### src/pkg/pio_map.vh
`ifndef PIO_MAP_VH
`define PIO_MAP_VH
// Register byte addresses on the Wishbone slave.
`define PIO_ADDR_P2_DATA      8'ha0
`define PIO_ADDR_P1_DRIVE     8'ha5
`define PIO_ADDR_P2_DRIVE     8'ha6
`define PIO_ADDR_P1_MASK      8'hbf
`define PIO_ADDR_P1_VALUE     8'hcf
`define PIO_ADDR_P1_BYPASS    8'hd5
`define PIO_ADDR_P2_BYPASS    8'hd6
`define PIO_ADDR_P2_ANALOG    8'hf3
`define PIO_ADDR_P1_DATA      8'h90
`define PIO_ADDR_P1_ANALOG    8'hf2
`define PIO_ADDR_MATCH_CTRL   8'he0
// Reset values.
`define PIO_RST_P2_DATA       8'hff
`define PIO_RST_P1_DRIVE      8'h00
`define PIO_RST_P2_DRIVE      8'h00
`define PIO_RST_P1_MASK       8'h00
`define PIO_RST_P1_VALUE      8'hff
`define PIO_RST_P1_BYPASS     8'h00
`define PIO_RST_P2_BYPASS     8'h00
`define PIO_RST_P2_ANALOG     8'hff
`define PIO_RST_P1_DATA       8'hff
`define PIO_RST_P1_ANALOG     8'hff
`define PIO_RST_MATCH_CTRL    8'h00
// Match control fields.
`define PIO_MCTRL_INT_EN_BIT  0
`define PIO_MCTRL_EVENT_BIT   1
`endif

### src/verilog/pio_pin_cell.v
`timescale 1ns/10ps
// One pad's driver and receiver control, shared by both ports.
module pio_pin_cell
(
    input  wire sys_clk_in,
    input  wire rstn_in,
    input  wire latch_in,
    input  wire push_pull_in,
    input  wire digital_in,
    input  wire pad_in,
    output reg  pad_out,
    output reg  pad_oe_out,
    output reg  pullup_en_out,
    output reg  read_out
);
    // Drive low on 0; drive high on 1 only when push-pull; analog turns all off.
    always @(posedge sys_clk_in)
    begin
        if (!rstn_in)
        begin
            pad_out       <= 1'b1;
            pad_oe_out    <= 1'b0;
            pullup_en_out <= 1'b0;
            read_out      <= 1'b0;
        end
        else
        begin
            pad_out       <= latch_in;
            pad_oe_out    <= digital_in & (~latch_in | push_pull_in);
            pullup_en_out <= digital_in & latch_in & ~push_pull_in;
            read_out      <= digital_in & pad_in;
        end
    end
endmodule

### src/verilog/pio_port_top.v
// Decided for this implementation: the Wishbone slave port.
`timescale 1ns/10ps
`include "pio_map.vh"
module pio_port_top
#(
    parameter WIDTH = 8
)
(
    input  wire             sys_clk_in,
    input  wire             rstn_in,
    input  wire [7:0]       wb_adr_in,
    input  wire [7:0]       wb_dat_in,
    input  wire             wb_we_in,
    input  wire             wb_sel_in,
    input  wire             wb_cyc_in,
    input  wire             wb_stb_in,
    output reg  [7:0]       wb_dat_out,
    output reg              wb_ack_out,
    input  wire [WIDTH-1:0] p1_pad_in,
    output wire [WIDTH-1:0] p1_pad_out,
    output wire [WIDTH-1:0] p1_pad_oe_out,
    output wire [WIDTH-1:0] p1_pullup_en_out,
    input  wire [WIDTH-1:0] p2_pad_in,
    output wire [WIDTH-1:0] p2_pad_out,
    output wire [WIDTH-1:0] p2_pad_oe_out,
    output wire [WIDTH-1:0] p2_pullup_en_out,
    output reg  [WIDTH-1:0] p1_bypass_out,
    output reg  [WIDTH-1:0] p2_bypass_out,
    output reg              match_event_out,
    output reg              match_irq_out,
    output reg              wake_out
);
    reg  [WIDTH-1:0] p1_data_latch_r;
    reg  [WIDTH-1:0] p1_analog_select_r;
    reg  [WIDTH-1:0] port1_drive_style_r;
    reg  [WIDTH-1:0] port1_compare_mask_r;
    reg  [WIDTH-1:0] port1_compare_value_r;
    reg  [WIDTH-1:0] port2_data_latch_r;
    reg  [WIDTH-1:0] port2_analog_select_r;
    reg  [WIDTH-1:0] port2_drive_style_r;
    reg              match_interrupt_enable_r;
    reg              match_sticky_r;
    reg  [7:0]       rd_nxt;
    wire [WIDTH-1:0] p1_read;
    wire [WIDTH-1:0] p2_read;
    wire             wr_en;
    wire             mismatch;

    // A request is taken once; the ack pulse splits back-to-back cycles.
    assign wr_en = wb_cyc_in & wb_stb_in & wb_we_in & wb_sel_in & ~wb_ack_out;

    // Masked pin pattern compared against the stored pattern.
    assign mismatch = |((p1_pad_in & port1_compare_mask_r) ^
                        (port1_compare_value_r & port1_compare_mask_r));

    // One pin cell per bit of each port.
    genvar gi;
    generate
        for (gi = 0; gi < WIDTH; gi = gi + 1)
        begin : g_pin
            pio_pin_cell u_p1
            (
                .sys_clk_in    (sys_clk_in),
                .rstn_in       (rstn_in),
                .latch_in      (p1_data_latch_r[gi]),
                .push_pull_in  (port1_drive_style_r[gi]),
                .digital_in    (p1_analog_select_r[gi]),
                .pad_in        (p1_pad_in[gi]),
                .pad_out       (p1_pad_out[gi]),
                .pad_oe_out    (p1_pad_oe_out[gi]),
                .pullup_en_out (p1_pullup_en_out[gi]),
                .read_out      (p1_read[gi])
            );
            pio_pin_cell u_p2
            (
                .sys_clk_in    (sys_clk_in),
                .rstn_in       (rstn_in),
                .latch_in      (port2_data_latch_r[gi]),
                .push_pull_in  (port2_drive_style_r[gi]),
                .digital_in    (port2_analog_select_r[gi]),
                .pad_in        (p2_pad_in[gi]),
                .pad_out       (p2_pad_out[gi]),
                .pad_oe_out    (p2_pad_oe_out[gi]),
                .pullup_en_out (p2_pullup_en_out[gi]),
                .read_out      (p2_read[gi])
            );
        end
    endgenerate

    // Register writes take effect on the acknowledging edge.
    always @(posedge sys_clk_in)
    begin
        if (!rstn_in)
        begin
            p1_data_latch_r          <= `PIO_RST_P1_DATA;
            p1_analog_select_r       <= `PIO_RST_P1_ANALOG;
            port1_drive_style_r      <= `PIO_RST_P1_DRIVE;
            port1_compare_mask_r     <= `PIO_RST_P1_MASK;
            port1_compare_value_r    <= `PIO_RST_P1_VALUE;
            p1_bypass_out            <= `PIO_RST_P1_BYPASS;
            port2_data_latch_r       <= `PIO_RST_P2_DATA;
            port2_analog_select_r    <= `PIO_RST_P2_ANALOG;
            port2_drive_style_r      <= `PIO_RST_P2_DRIVE;
            p2_bypass_out            <= `PIO_RST_P2_BYPASS;
            match_interrupt_enable_r <= 1'b0;
        end
        else if (wr_en)
        begin
            case (wb_adr_in)
                `PIO_ADDR_P1_DATA:    p1_data_latch_r       <= wb_dat_in;
                `PIO_ADDR_P1_ANALOG:  p1_analog_select_r    <= wb_dat_in;
                `PIO_ADDR_P1_DRIVE:   port1_drive_style_r   <= wb_dat_in;
                `PIO_ADDR_P1_MASK:    port1_compare_mask_r  <= wb_dat_in;
                `PIO_ADDR_P1_VALUE:   port1_compare_value_r <= wb_dat_in;
                `PIO_ADDR_P1_BYPASS:  p1_bypass_out         <= wb_dat_in;
                `PIO_ADDR_P2_DATA:    port2_data_latch_r    <= wb_dat_in;
                `PIO_ADDR_P2_ANALOG:  port2_analog_select_r <= wb_dat_in;
                `PIO_ADDR_P2_DRIVE:   port2_drive_style_r   <= wb_dat_in;
                `PIO_ADDR_P2_BYPASS:  p2_bypass_out         <= wb_dat_in;
                `PIO_ADDR_MATCH_CTRL:
                    match_interrupt_enable_r <= wb_dat_in[`PIO_MCTRL_INT_EN_BIT];
                default:              ;
            endcase
        end
    end

    // Read multiplexer; unmapped addresses read zero.
    always @*
    begin
        case (wb_adr_in)
            `PIO_ADDR_P1_DATA:    rd_nxt = p1_read;
            `PIO_ADDR_P1_ANALOG:  rd_nxt = p1_analog_select_r;
            `PIO_ADDR_P1_DRIVE:   rd_nxt = port1_drive_style_r;
            `PIO_ADDR_P1_MASK:    rd_nxt = port1_compare_mask_r;
            `PIO_ADDR_P1_VALUE:   rd_nxt = port1_compare_value_r;
            `PIO_ADDR_P1_BYPASS:  rd_nxt = p1_bypass_out;
            `PIO_ADDR_P2_DATA:    rd_nxt = p2_read;
            `PIO_ADDR_P2_ANALOG:  rd_nxt = port2_analog_select_r;
            `PIO_ADDR_P2_DRIVE:   rd_nxt = port2_drive_style_r;
            `PIO_ADDR_P2_BYPASS:  rd_nxt = p2_bypass_out;
            `PIO_ADDR_MATCH_CTRL: rd_nxt = {6'h00, match_sticky_r, match_interrupt_enable_r};
            default:              rd_nxt = 8'h00;
        endcase
    end

    // Single-wait-state slave: ack one cycle after strobe, then drop.
    always @(posedge sys_clk_in)
    begin
        if (!rstn_in)
        begin
            wb_ack_out <= 1'b0;
            wb_dat_out <= 8'h00;
        end
        else
        begin
            wb_ack_out <= wb_cyc_in & wb_stb_in & ~wb_ack_out;
            wb_dat_out <= rd_nxt;
        end
    end

    // Match event, sticky flag (set wins over clear-by-write-one), irq and wake.
    always @(posedge sys_clk_in)
    begin
        if (!rstn_in)
        begin
            match_event_out <= 1'b0;
            match_sticky_r  <= 1'b0;
            match_irq_out   <= 1'b0;
            wake_out        <= 1'b0;
        end
        else
        begin
            match_event_out <= mismatch;
            wake_out        <= mismatch;
            if (mismatch)
                match_sticky_r <= 1'b1;
            else if (wr_en && wb_adr_in == `PIO_ADDR_MATCH_CTRL &&
                     wb_dat_in[`PIO_MCTRL_EVENT_BIT])
                match_sticky_r <= 1'b0;
            match_irq_out   <= match_interrupt_enable_r & (match_sticky_r | mismatch);
        end
    end
endmodule

### config.mk
export PLATFORM = sky130hd
export DESIGN_NAME = pio_port_top
export DESIGN_NICKNAME = d
export VERILOG_FILES = /design/src/verilog/pio_pin_cell.v /design/src/verilog/pio_port_top.v
export VERILOG_INCLUDE_DIRS = /design/src /design/src/pkg
export SDC_FILE = /design/constraint.sdc
export NUM_CORES = 1
export LEC_CHECK = 0
export BUFFER_PORTS_ARGS = -buffer_cell sky130_fd_sc_hd__buf_2
export CAP_MARGIN = 10
export CELL_PAD_IN_SITES_DETAIL_PLACEMENT = 1
export CELL_PAD_IN_SITES_GLOBAL_PLACEMENT = 1
export CORE_MARGIN = 1.5
export CORE_UTILIZATION = 40
export CTS_BUF_LIST = sky130_fd_sc_hd__clkbuf_8
export DETAILED_ROUTE_END_ITERATION = 16
export HOLD_SLACK_MARGIN = 0.03
export MAX_ROUTING_LAYER = met4
export PLACE_DENSITY = 0.76
export SYNTH_ARGS = -nofsm -noshare
export SYNTH_HDL_FRONTEND = slang
export SYNTH_SLANG_ARGS = --single-unit
### constraint.sdc
create_clock -name sys_clk_in -period 4.6 [get_ports sys_clk_in]
set_clock_uncertainty 0.2 [all_clocks]
set_input_delay 0.23 -clock sys_clk_in [delete_from_list [all_inputs] [get_ports sys_clk_in]]
set_output_delay 0.23 -clock sys_clk_in [all_outputs]
set_load 0.05 [all_outputs]
==> flow_metrics.tcl, run 1 <==
set metrics [dict create \
    wl_met2_um 9457 \
    synthMuxAreaShare_pct 9.506 \
    vias 5211 \
    synth_edf_count 0 \
    ys_top_cells_by_area "dfxtp_1, mux2i_1, buf_4, nand2_1, nor2_1" \
    antennaDiodeCount 0 \
    yosys_warnings 0 \
    end_kind "flop" \
    yosysSeqAreaShare_pct 49.24 \
    drive_above_1_share_pct 21.89 \
    grt_pass1_wl_um 30140 \
    fin_setup_tns_ps 0 \
    initial_core_util_pct 41.53 \
    root_buffer "clkbuf_8" \
    clockBufferDepth 2 \
    worstSetupStartpointType "primary input" \
    grtUsageTotal_pct 25.02 \
    worstMarginPinSlew_ps 838.2 \
    stdcell_count 974 \
    synth_top_family_by_area "simple AND/OR/NAND/NOR gates" \
    fin_crit_ps 2551 \
    status "complete, no violations" \
    drv_cap 0 \
    antenna_found_initial 0 \
    wirelength_um 19450 \
    hold_class "in -> reg" \
    synth-main-ff-cell "dfxtp_1" \
    final_cell_mix "dfxtp_1, buf_2, nand2_1" \
    syn_to_final_growth_pct 15.19 \
    die_area_mm2 0.01673 \
    syn_nets 717 \
    clk_pin_slew_ps 80 \
    critPathRequiredTime_ps 4720 \
    cts_tree "yes" \
    crit_chain "dlygate4sd3_1 > buf_2 > and3b_1 > and3_1 > nand3_1 > mux2i_1 > nand2_1" \
    num_rows 45 \
    gp_congestion 0.8722 \
    yosysTopAreaCellShare_pct 49.24 \
    clk_latency_ps 450 \
    synthesis.area_mm2 0.006384 \
    synth_cell_types 54 \
    avgSynthCellArea_um2 9.402 \
    slew_viol_final 0 \
    final_nets 788 \
    power_density_mw_per_mm2 352.6 \
    finalHoldViolations 0 \
    drt_iter0_markers 346 \
    dpl.cell_count 916 \
    regArea_mm2 0.003143 \
    ir_drop_mv 0.1740 \
    wl_per_cell_um 19.97 \
    leakage_nw 3.066 \
    synth_compound_area_share_pct 9.016 \
    die_y_um 129.3 \
    fin_total_pwr_mw 2.593 \
    ant_nets 0 \
    rsz0062_at_grt "no" \
    fmax_mhz 392.0 \
    ys_ff_latch 157 \
    drt-met1-wl_um 8727 \
    via_per_inst 5.350 \
    design.core.area_mm2 0.01537 \
    multi_input_area_mm2 0.002626 \
    synthXorXnorAreaFrac_pct 1.098 \
    arrival_ps 2670 \
    cpPeakStageDelay_ps 620 \
    async_flop_share_pct 0 \
    fp.dieW_um 129.3 \
    cts_num_sinks 157 \
    drc 0 \
    crit_slowest_cell "nand3_1" \
    routed.top_layer "met4" \
    crit_fanout 11 \
    finalCritPeriodShare_pct 55.46 \
    synthAdderAreaFrac_pct 0 \
    path_class "in -> reg" \
    firstDrtPassIters 7 \
    hpwl_um 13830 \
    report.final.setup_viol 0 \
    maxSlewHeadroom_pct 43.66 \
    cts_max_level 4 \
    numCtsBuffers 17 \
    syn-instance-count 679 \
    grt_pass1_vias 5372 \
    io_pins 114 \
    dr_wl_met3_um 838 \
    yosys.area_share.simple_pct 21.52 \
    io_buffers 113 \
    layout_commonest_cell "dfxtp_1" \
    synth_top_cell_by_area "dfxtp_1" \
    grt_max_degree 60 \
    cts_setup_buffers 0 \
    overflow 0 \
    nFillCells 1822 \
]
==> critical path, delay by kind of cell <==
family	cells	cell delay (ps)
muxes	1	360
buffers and inverters	2	620
and+or+nand+nor	4	1450
==> routing by layer <==
metal / GRT usage, % / vias up
li1: - / 2417
met1: 30.75 / 2610
met2: 41.24 / 161
met3: 4.253 / 23
met4: 9.319 / 0
met5: - / -
==> repair_timing <==
item	CTS	global route
gates resized for setup	0	0
hold buffers	26	0
endpoints found under the hold margin	87	0
==> power by group <==
part           internal [mW]  total [mW]  switching (mW)
sequential              1.37        1.38         0.00472
combinational         0.0542       0.166           0.112
clock                  0.536        1.05           0.512
total                   1.96        2.59           0.629
==> stage by stage <==
stage | setup WS (ps) | utilization [%] | cell area, um^2 | hold WS (ps)
3_5_place_dp | 1826 | 43.52 | 6689 | 238.3
5_1_grt | 1933 | 47.84 | 7353 | 83.97
3_3_place_gp | 1838 | 43.52 | 6689 | 239.3
6_report | 2049 | 47.84 | 7353 | 66.86
4_1_cts | 2067 | 47.84 | 7353 | 47.48
2_1_floorplan | 2429 | - | 6384 | 177.0
==> Yosys cell counts, types with 2 or more instances <==
library cell	instances
nand2b_1	17
nor2b_1	2
a22o_1	6
and3b_1	2
nor4_2	2
nor2_1	40
and4bb_2	3
nor3_2	2
a222oi_1	8
nand3_1	28
nand2_1	104
buf_4	52
buf_2	10
and3_1	18
dfxtp_1	157
mux2i_1	55
nor3b_1	19
a21oi_1	25
o21ai_0	12
mux2_2	5
clkbuf_1	26
nand3_2	2
a22oi_1	10
and2_1	8
o2bb2ai_1	2
xor2_1	8
a221oi_1	3
inv_1	17
a31oi_1	11
==> path summary, 6_finish.rpt <==
kind,to,slack (ps),startpoint,cells after the start
worst max-delay path,port2_data_latch_r[6],2050,wb_cyc_in,7
worst min-delay path,port2_analog_select_r[7],70,rstn_in,2
worst max register to register,port2_data_latch_r[6],2060,wb_ack_out,5
worst min register to register,g_pin[5].u_p1.pullup_en_out,260,port1_drive_style_r[5],1
==> cells by family after synthesis <==
kind of cell / count (synthesis)
AND/OR/NAND/NOR: 263
flip-flops: 157
buffers and inverters: 108
AO/OA/AOI/OAI: 83
multiplexers: 60
XOR/XNOR: 8
==> area by class of cell <==
class,count,area share (%)
tap,211,3.590
timing repair buffer,142,11.54
multi-input combinational,414,35.72
clock buffer,21,3.931
clock inverter,11,1.565
sequential,157,42.74
inverter,18,0.9188
No activity file was read; power rests on OpenSTA's default activity.
==> inputs of run 2 (changes only) <==
--- a/config.mk
+++ b/config.mk
@@ -16,7 +16,7 @@
 export DETAILED_ROUTE_END_ITERATION = 16
 export HOLD_SLACK_MARGIN = 0.03
 export MAX_ROUTING_LAYER = met4
-export PLACE_DENSITY = 0.76
+export PLACE_DENSITY = 0.79
 export SYNTH_ARGS = -nofsm -noshare
 export SYNTH_HDL_FRONTEND = slang
 export SYNTH_SLANG_ARGS = --single-unit
==> constraint.sdc (replaced) <==
create_clock -name sys_clk_in -period 2.15 [get_ports sys_clk_in]
set_clock_uncertainty 0.2 [all_clocks]
set_input_delay 0.1075 -clock sys_clk_in [delete_from_list [all_inputs] [get_ports sys_clk_in]]
set_output_delay 0.1075 -clock sys_clk_in [all_outputs]
set_load 0.05 [all_outputs]
==> run 2 against run 1 <==
Final cell count rose by 3.4%. Largest power group unchanged. First-iteration DRC count rose by 37%. Power rose by 120%. Design area rose by 4.5%. Utilization rose by 2.1 points. Sequential share of layout area fell by 1.8 points. Sequential power rose by 110%. Clock power rose by 120%. Combinational power rose by 130%. Worst setup slack got worse by 1900 ps. Die area did not move. Highest routed layer unchanged.
==> flow_metrics.tcl, run 2 (same netlist as run 1, synthesis figures left out) <==
set metrics [dict create \
    status "complete, no violations" \
    finalCritPeriodShare_pct 94.98 \
    end_kind "flop" \
    hold_class "in -> reg" \
    fmax_mhz 489.7 \
    antenna_found_initial 1 \
    leakage_nw 3.247 \
    grt_pass1_vias 5331 \
    fp.dieW_um 129.3 \
    grt_max_degree 79 \
    grt_pass1_wl_um 30360 \
    die_y_um 129.3 \
    hpwl_um 13990 \
    arrival_ps 2230 \
    cts_num_sinks 157 \
    die_area_mm2 0.01673 \
    maxSlewHeadroom_pct 66.41 \
    drive_above_1_share_pct 24.65 \
    drt_iter0_markers 473 \
    final_cell_mix "dfxtp_1, buf_2, nand2_1" \
    wl_per_cell_um 19.04 \
    cts_max_level 4 \
    critPathRequiredTime_ps 2340 \
    clk_pin_slew_ps 90 \
    num_rows 45 \
    final_nets 820 \
    wirelength_um 19170 \
    design.core.area_mm2 0.01537 \
    clk_latency_ps 470 \
    firstDrtPassIters 6 \
    io_pins 114 \
    path_class "in -> reg" \
    rsz0062_at_grt "no" \
    syn_to_final_growth_pct 20.36 \
    ant_nets 0 \
    fin_crit_ps 2042 \
    cts_tree "yes" \
    fin_setup_tns_ps 0 \
    worstSetupStartpointType "primary input" \
    root_buffer "clkbuf_8" \
    nFillCells 1791 \
    layout_commonest_cell "dfxtp_1" \
    io_buffers 113 \
    placed_cell_area_mm2 0.006938 \
    finalHoldViolations 0 \
    clockBufferDepth 2 \
    drc 0 \
    via_per_inst 5.167 \
    slew_viol_final 0 \
    numCtsBuffers 17 \
    initial_core_util_pct 41.53 \
    grtUsageTotal_pct 25.16 \
    drv_cap 0 \
    worstMarginPinSlew_ps 502.5 \
    report.final.setup_viol 0 \
    ir_drop_mv 0.3309 \
    final_area_mm2 0.007684 \
    crit_fanout 10 \
    power_density_mw_per_mm2 730.5 \
    vias 5203 \
    gp_congestion 0.9573 \
    overflow 0 \
]
[run 2: cell types whose count changed in the layout (fill, tap and decap cells not counted), moves of 2 or more]
cell / change
inv_1: -2
clkinv_4: +2
dlygate4sd3_1: +6
buf_12: +4
buf_4: +22
[run 2: worst paths after layout]
| check | cells after the start | start | to | slack [ps] |
|---|---|---|---|---|
| setup / recovery | 9 | wb_adr_in[4] | wb_dat_out[7] | 110 |
| hold / removal | 5 | wb_adr_in[0] | port2_analog_select_r[1] | 60 |
| setup reg to reg | 5 | wb_ack_out | p1_analog_select_r[7] | 190 |
| hold reg to reg | 1 | port1_drive_style_r[5] | g_pin[5].u_p1.pullup_en_out | 260 |
[run 2: where the power goes]
group          switching [mW]  internal (mW)  leakage (nW)  total [mW]
sequential            0.00898           2.94          1.28        2.95
clock                    1.16           1.13         0.207        2.29
combinational           0.242          0.134          1.76       0.376
total                    1.41           4.21          3.25        5.61
[run 2: what timing repair did]
| item | 4_1_cts | 5_1_grt |
|---|---|---|
| hold endpoints to repair | 121 | 0 |
| setup buffers | 0 | 1 |
| hold buffers | 32 | 0 |
| gates resized for setup | 0 | 1 |
| endpoints found under the setup margin | 0 | 13 |
[run 2: stage by stage]
step | hold WS (ps) | util, % | setup slack (ps) | total power, mW | std cells
CTS | 40.47 | 49.90 | 52.11 | 5.653 | 1005
global route | 71.86 | 49.99 | 32.84 | 5.824 | 1007
global placement | 142.7 | 45.14 | 102.0 | 3.337 | 941
floorplan | 54.49 | - | 64.52 | 3.246 | 679
finish | 61.32 | 49.99 | 108.0 | 5.613 | 1007
detailed placement | 147.9 | 45.14 | 82.16 | 3.345 | 941
[run 2: cell type report]
type / count / area (um^2) / share of cell area [%]
diodes: 1 / 2.502 / 0.03257
clock buffers: 20 / 275.3 / 3.582
clock inverters: 12 / 136.4 / 1.775
inverters: 18 / 67.56 / 0.8793
multi-input cells: 414 / 2641 / 34.38
flip-flops and latches: 157 / 3143 / 40.91
well taps: 211 / 264.0 / 3.436
repair buffers: 174 / 1154 / 15.01
[run 2: worst max-delay path, stage by stage]
cell           delay [ps]
dlygate4sd3_1         510
buf_2                 180
nand2_1               130
or4_1                 530
buf_4                 190
nand2_1               100
o41ai_4                90
buf_4                 180
a31oi_1               200
[run 2: routing by layer]
layer  up-vias  global-route usage (%)  part of all wire [%]
li1       2485                       -                     -
met4         0                   6.874                   1.4
met5         -                       -                     0
met3        22                   5.037                   5.0
met1      2533                   31.80                    45
met2       163                   41.02                    48
==> inputs of run 3 (changes only) <==
--- a/config.mk
+++ b/config.mk
@@ -16,7 +16,8 @@
 export DETAILED_ROUTE_END_ITERATION = 16
 export HOLD_SLACK_MARGIN = 0.03
 export MAX_ROUTING_LAYER = met4
-export PLACE_DENSITY = 0.79
+export PLACE_DENSITY = 0.76
+export SETUP_SLACK_MARGIN = 0.05
 export SYNTH_ARGS = -nofsm -noshare
 export SYNTH_HDL_FRONTEND = slang
 export SYNTH_SLANG_ARGS = --single-unit
==> constraint.sdc (replaced) <==
create_clock -name sys_clk_in -period 2.5 [get_ports sys_clk_in]
set_clock_uncertainty 0.2 [all_clocks]
set_input_delay 0.125 -clock sys_clk_in [delete_from_list [all_inputs] [get_ports sys_clk_in]]
set_output_delay 0.125 -clock sys_clk_in [all_outputs]
set_load 0.05 [all_outputs]
==> run 3 against run 2 <==
Non-clock buffer count is 11 lower. Global-route usage is 0.31 points lower. Largest cell class unchanged. Worst setup slack better by 130 ps. Utilization is 1.1 points lower. Sequential power is 14% lower. Critical path type unchanged. Highest routed layer unchanged. Hold slack worse by 2.1 ps. Combinational power is 16% lower. Design area is 2.3% lower. Clock power is 21% lower. Clock-buffer cell count is 1 lower. Die area stayed put. Register-to-register slack better by 110 ps.
==> flow_metrics.tcl, run 3 (same netlist as run 1, synthesis figures left out) <==
set metrics [dict create \
    fin_total_pwr_mw 4.671 \
    fin_crit_ps 2266 \
    worstHoldPathCells 4 \
    firstDrtPassIters 5 \
    worstMarginPinSlew_ps 721.6 \
    wirelength_um 19330 \
    die_area_mm2 0.01673 \
    status "complete, no violations" \
    grt_max_degree 88 \
    drt_iter0_markers 423 \
    critPathRequiredTime_ps 2630 \
    final_nets 809 \
    path_class "in -> reg" \
    r2r_start "wb_ack_out" \
    root_buffer "clkbuf_8" \
    crit_slowest_cell "dlygate4sd3_1" \
    syn_to_final_growth_pct 17.62 \
    dr_wl_met3_um 959 \
    fp.dieW_um 129.3 \
    num_rows 45 \
    end_kind "flop" \
    slew_viol_final 0 \
    finalCritPeriodShare_pct 90.65 \
    io_buffers 113 \
    holdPathEnd "wb_dat_out[5]" \
    cts_tree "yes" \
    leakage_nw 3.160 \
    wl_met2_um 9361 \
    vias 5208 \
    clockBufferDepth 2 \
    numCtsBuffers 17 \
    arrival_ps 2400 \
    drv_cap 0 \
    wl_per_cell_um 19.43 \
    overflow 0 \
    cts_max_level 4 \
    routed.top_layer "met4" \
    crit_chain "dlygate4sd3_1 > buf_2 > and4bb_2 > inv_1 > nor3_4 > mux2i_1 > nor2_1" \
    cts_setup_buffers 0 \
    finalHoldViolations 0 \
    fmax_mhz 441.3 \
    layout_commonest_cell "dfxtp_1" \
    power_density_mw_per_mm2 622.1 \
    drt-met1-wl_um 8765 \
    antenna_found_initial 0 \
    placed_cell_area_mm2 0.006829 \
    min_from "wb_adr_in[7]" \
    antennaDiodeCount 0 \
    reg2reg_slack_ps 300 \
    initial_core_util_pct 41.53 \
    gp_congestion 0.9047 \
    design.core.area_mm2 0.01537 \
    drc 0 \
    report.final.setup_viol 0 \
    rsz0062_at_grt "no" \
    holdBufCountCts 30 \
    grt_pass1_vias 5206 \
    via_per_inst 5.234 \
    io_pins 114 \
    final_cell_mix "dfxtp_1, buf_2, nand2_1" \
    fin_setup_tns_ps 0 \
    grtUsageTotal_pct 24.85 \
    hold_class "in -> reg" \
    grt_pass1_wl_um 29990 \
    drive_above_1_share_pct 23.47 \
    ctsResizeCount 0 \
    multi_input_area_mm2 0.002626 \
    r2r_end "p2_bypass_out[2]" \
    clk_latency_ps 460 \
    ff2ff_path_depth 5 \
    ir_drop_mv 0.2822 \
    regArea_mm2 0.003143 \
    hpwl_um 14150 \
    die_y_um 129.3 \
    worstSetupStartpointType "primary input" \
    cts_num_sinks 157 \
    clk_pin_slew_ps 90 \
    cpPeakStageDelay_ps 550 \
    crit_fanout 11 \
    final_area_mm2 0.007508 \
    maxSlewHeadroom_pct 51.24 \
    nFillCells 1785 \
    ant_nets 0 \
]
[run 3: layer usage]
layer  up-vias  track usage (%)
li1       2464                -
met1      2562            31.64
met2       163            40.83
met3        19            4.211
met4         0            6.742
met5         -                -
[run 3: power by group]
group	switching, mW	internal (mW)
registers	0.00755	2.53
logic	0.207	0.109
clock network	0.976	0.843
[run 3: worst max-delay path by stage]
stage                 start                      to  slack (ps)  cells after the start
2_1_floorplan    wb_ack_out   port2_data_latch_r[0]         330                      6
3_3_place_gp   wb_adr_in[1]  port1_drive_style_r[3]         360                      6
3_5_place_dp   wb_adr_in[5]        p2_bypass_out[2]         270                      6
4_1_cts        wb_adr_in[3]  port1_drive_style_r[6]         250                      7
5_1_grt        wb_adr_in[3]  port1_drive_style_r[6]         130                      7
6_report       wb_adr_in[3]  port1_drive_style_r[6]         230                      7
[run 3: through the flow]
| stage | hold slack [ps] | setup WS [ps] | util [%] | cells |
|---|---|---|---|---|
| after CTS | 34.08 | 254.0 | 48.85 | 995 |
| after detailed placement | 171.5 | 269.1 | 44.43 | 933 |
| final | 59.22 | 233.7 | 48.85 | 995 |
| after global routing | 50.49 | 128.0 | 48.85 | 995 |
| after floorplan | 71.99 | 328.7 | - | 679 |
| after global placement | 160.1 | 356.3 | 44.43 | 933 |
[run 3: critical path, delay by kind of cell]
kind / cells / cell delay (ps)
and+or+nand+nor: 3 / 1100
buffers and inverters: 3 / 890
muxes: 1 / 260
[run 3: area by class of cell]
type	instances	share of cell area [%]
sequential	157	41.86
multi-input combinational	414	34.98
timing repair buffer	163	13.70
tap	211	3.516
clock buffer	19	3.483
clock inverter	13	1.566
inverter	18	0.8999
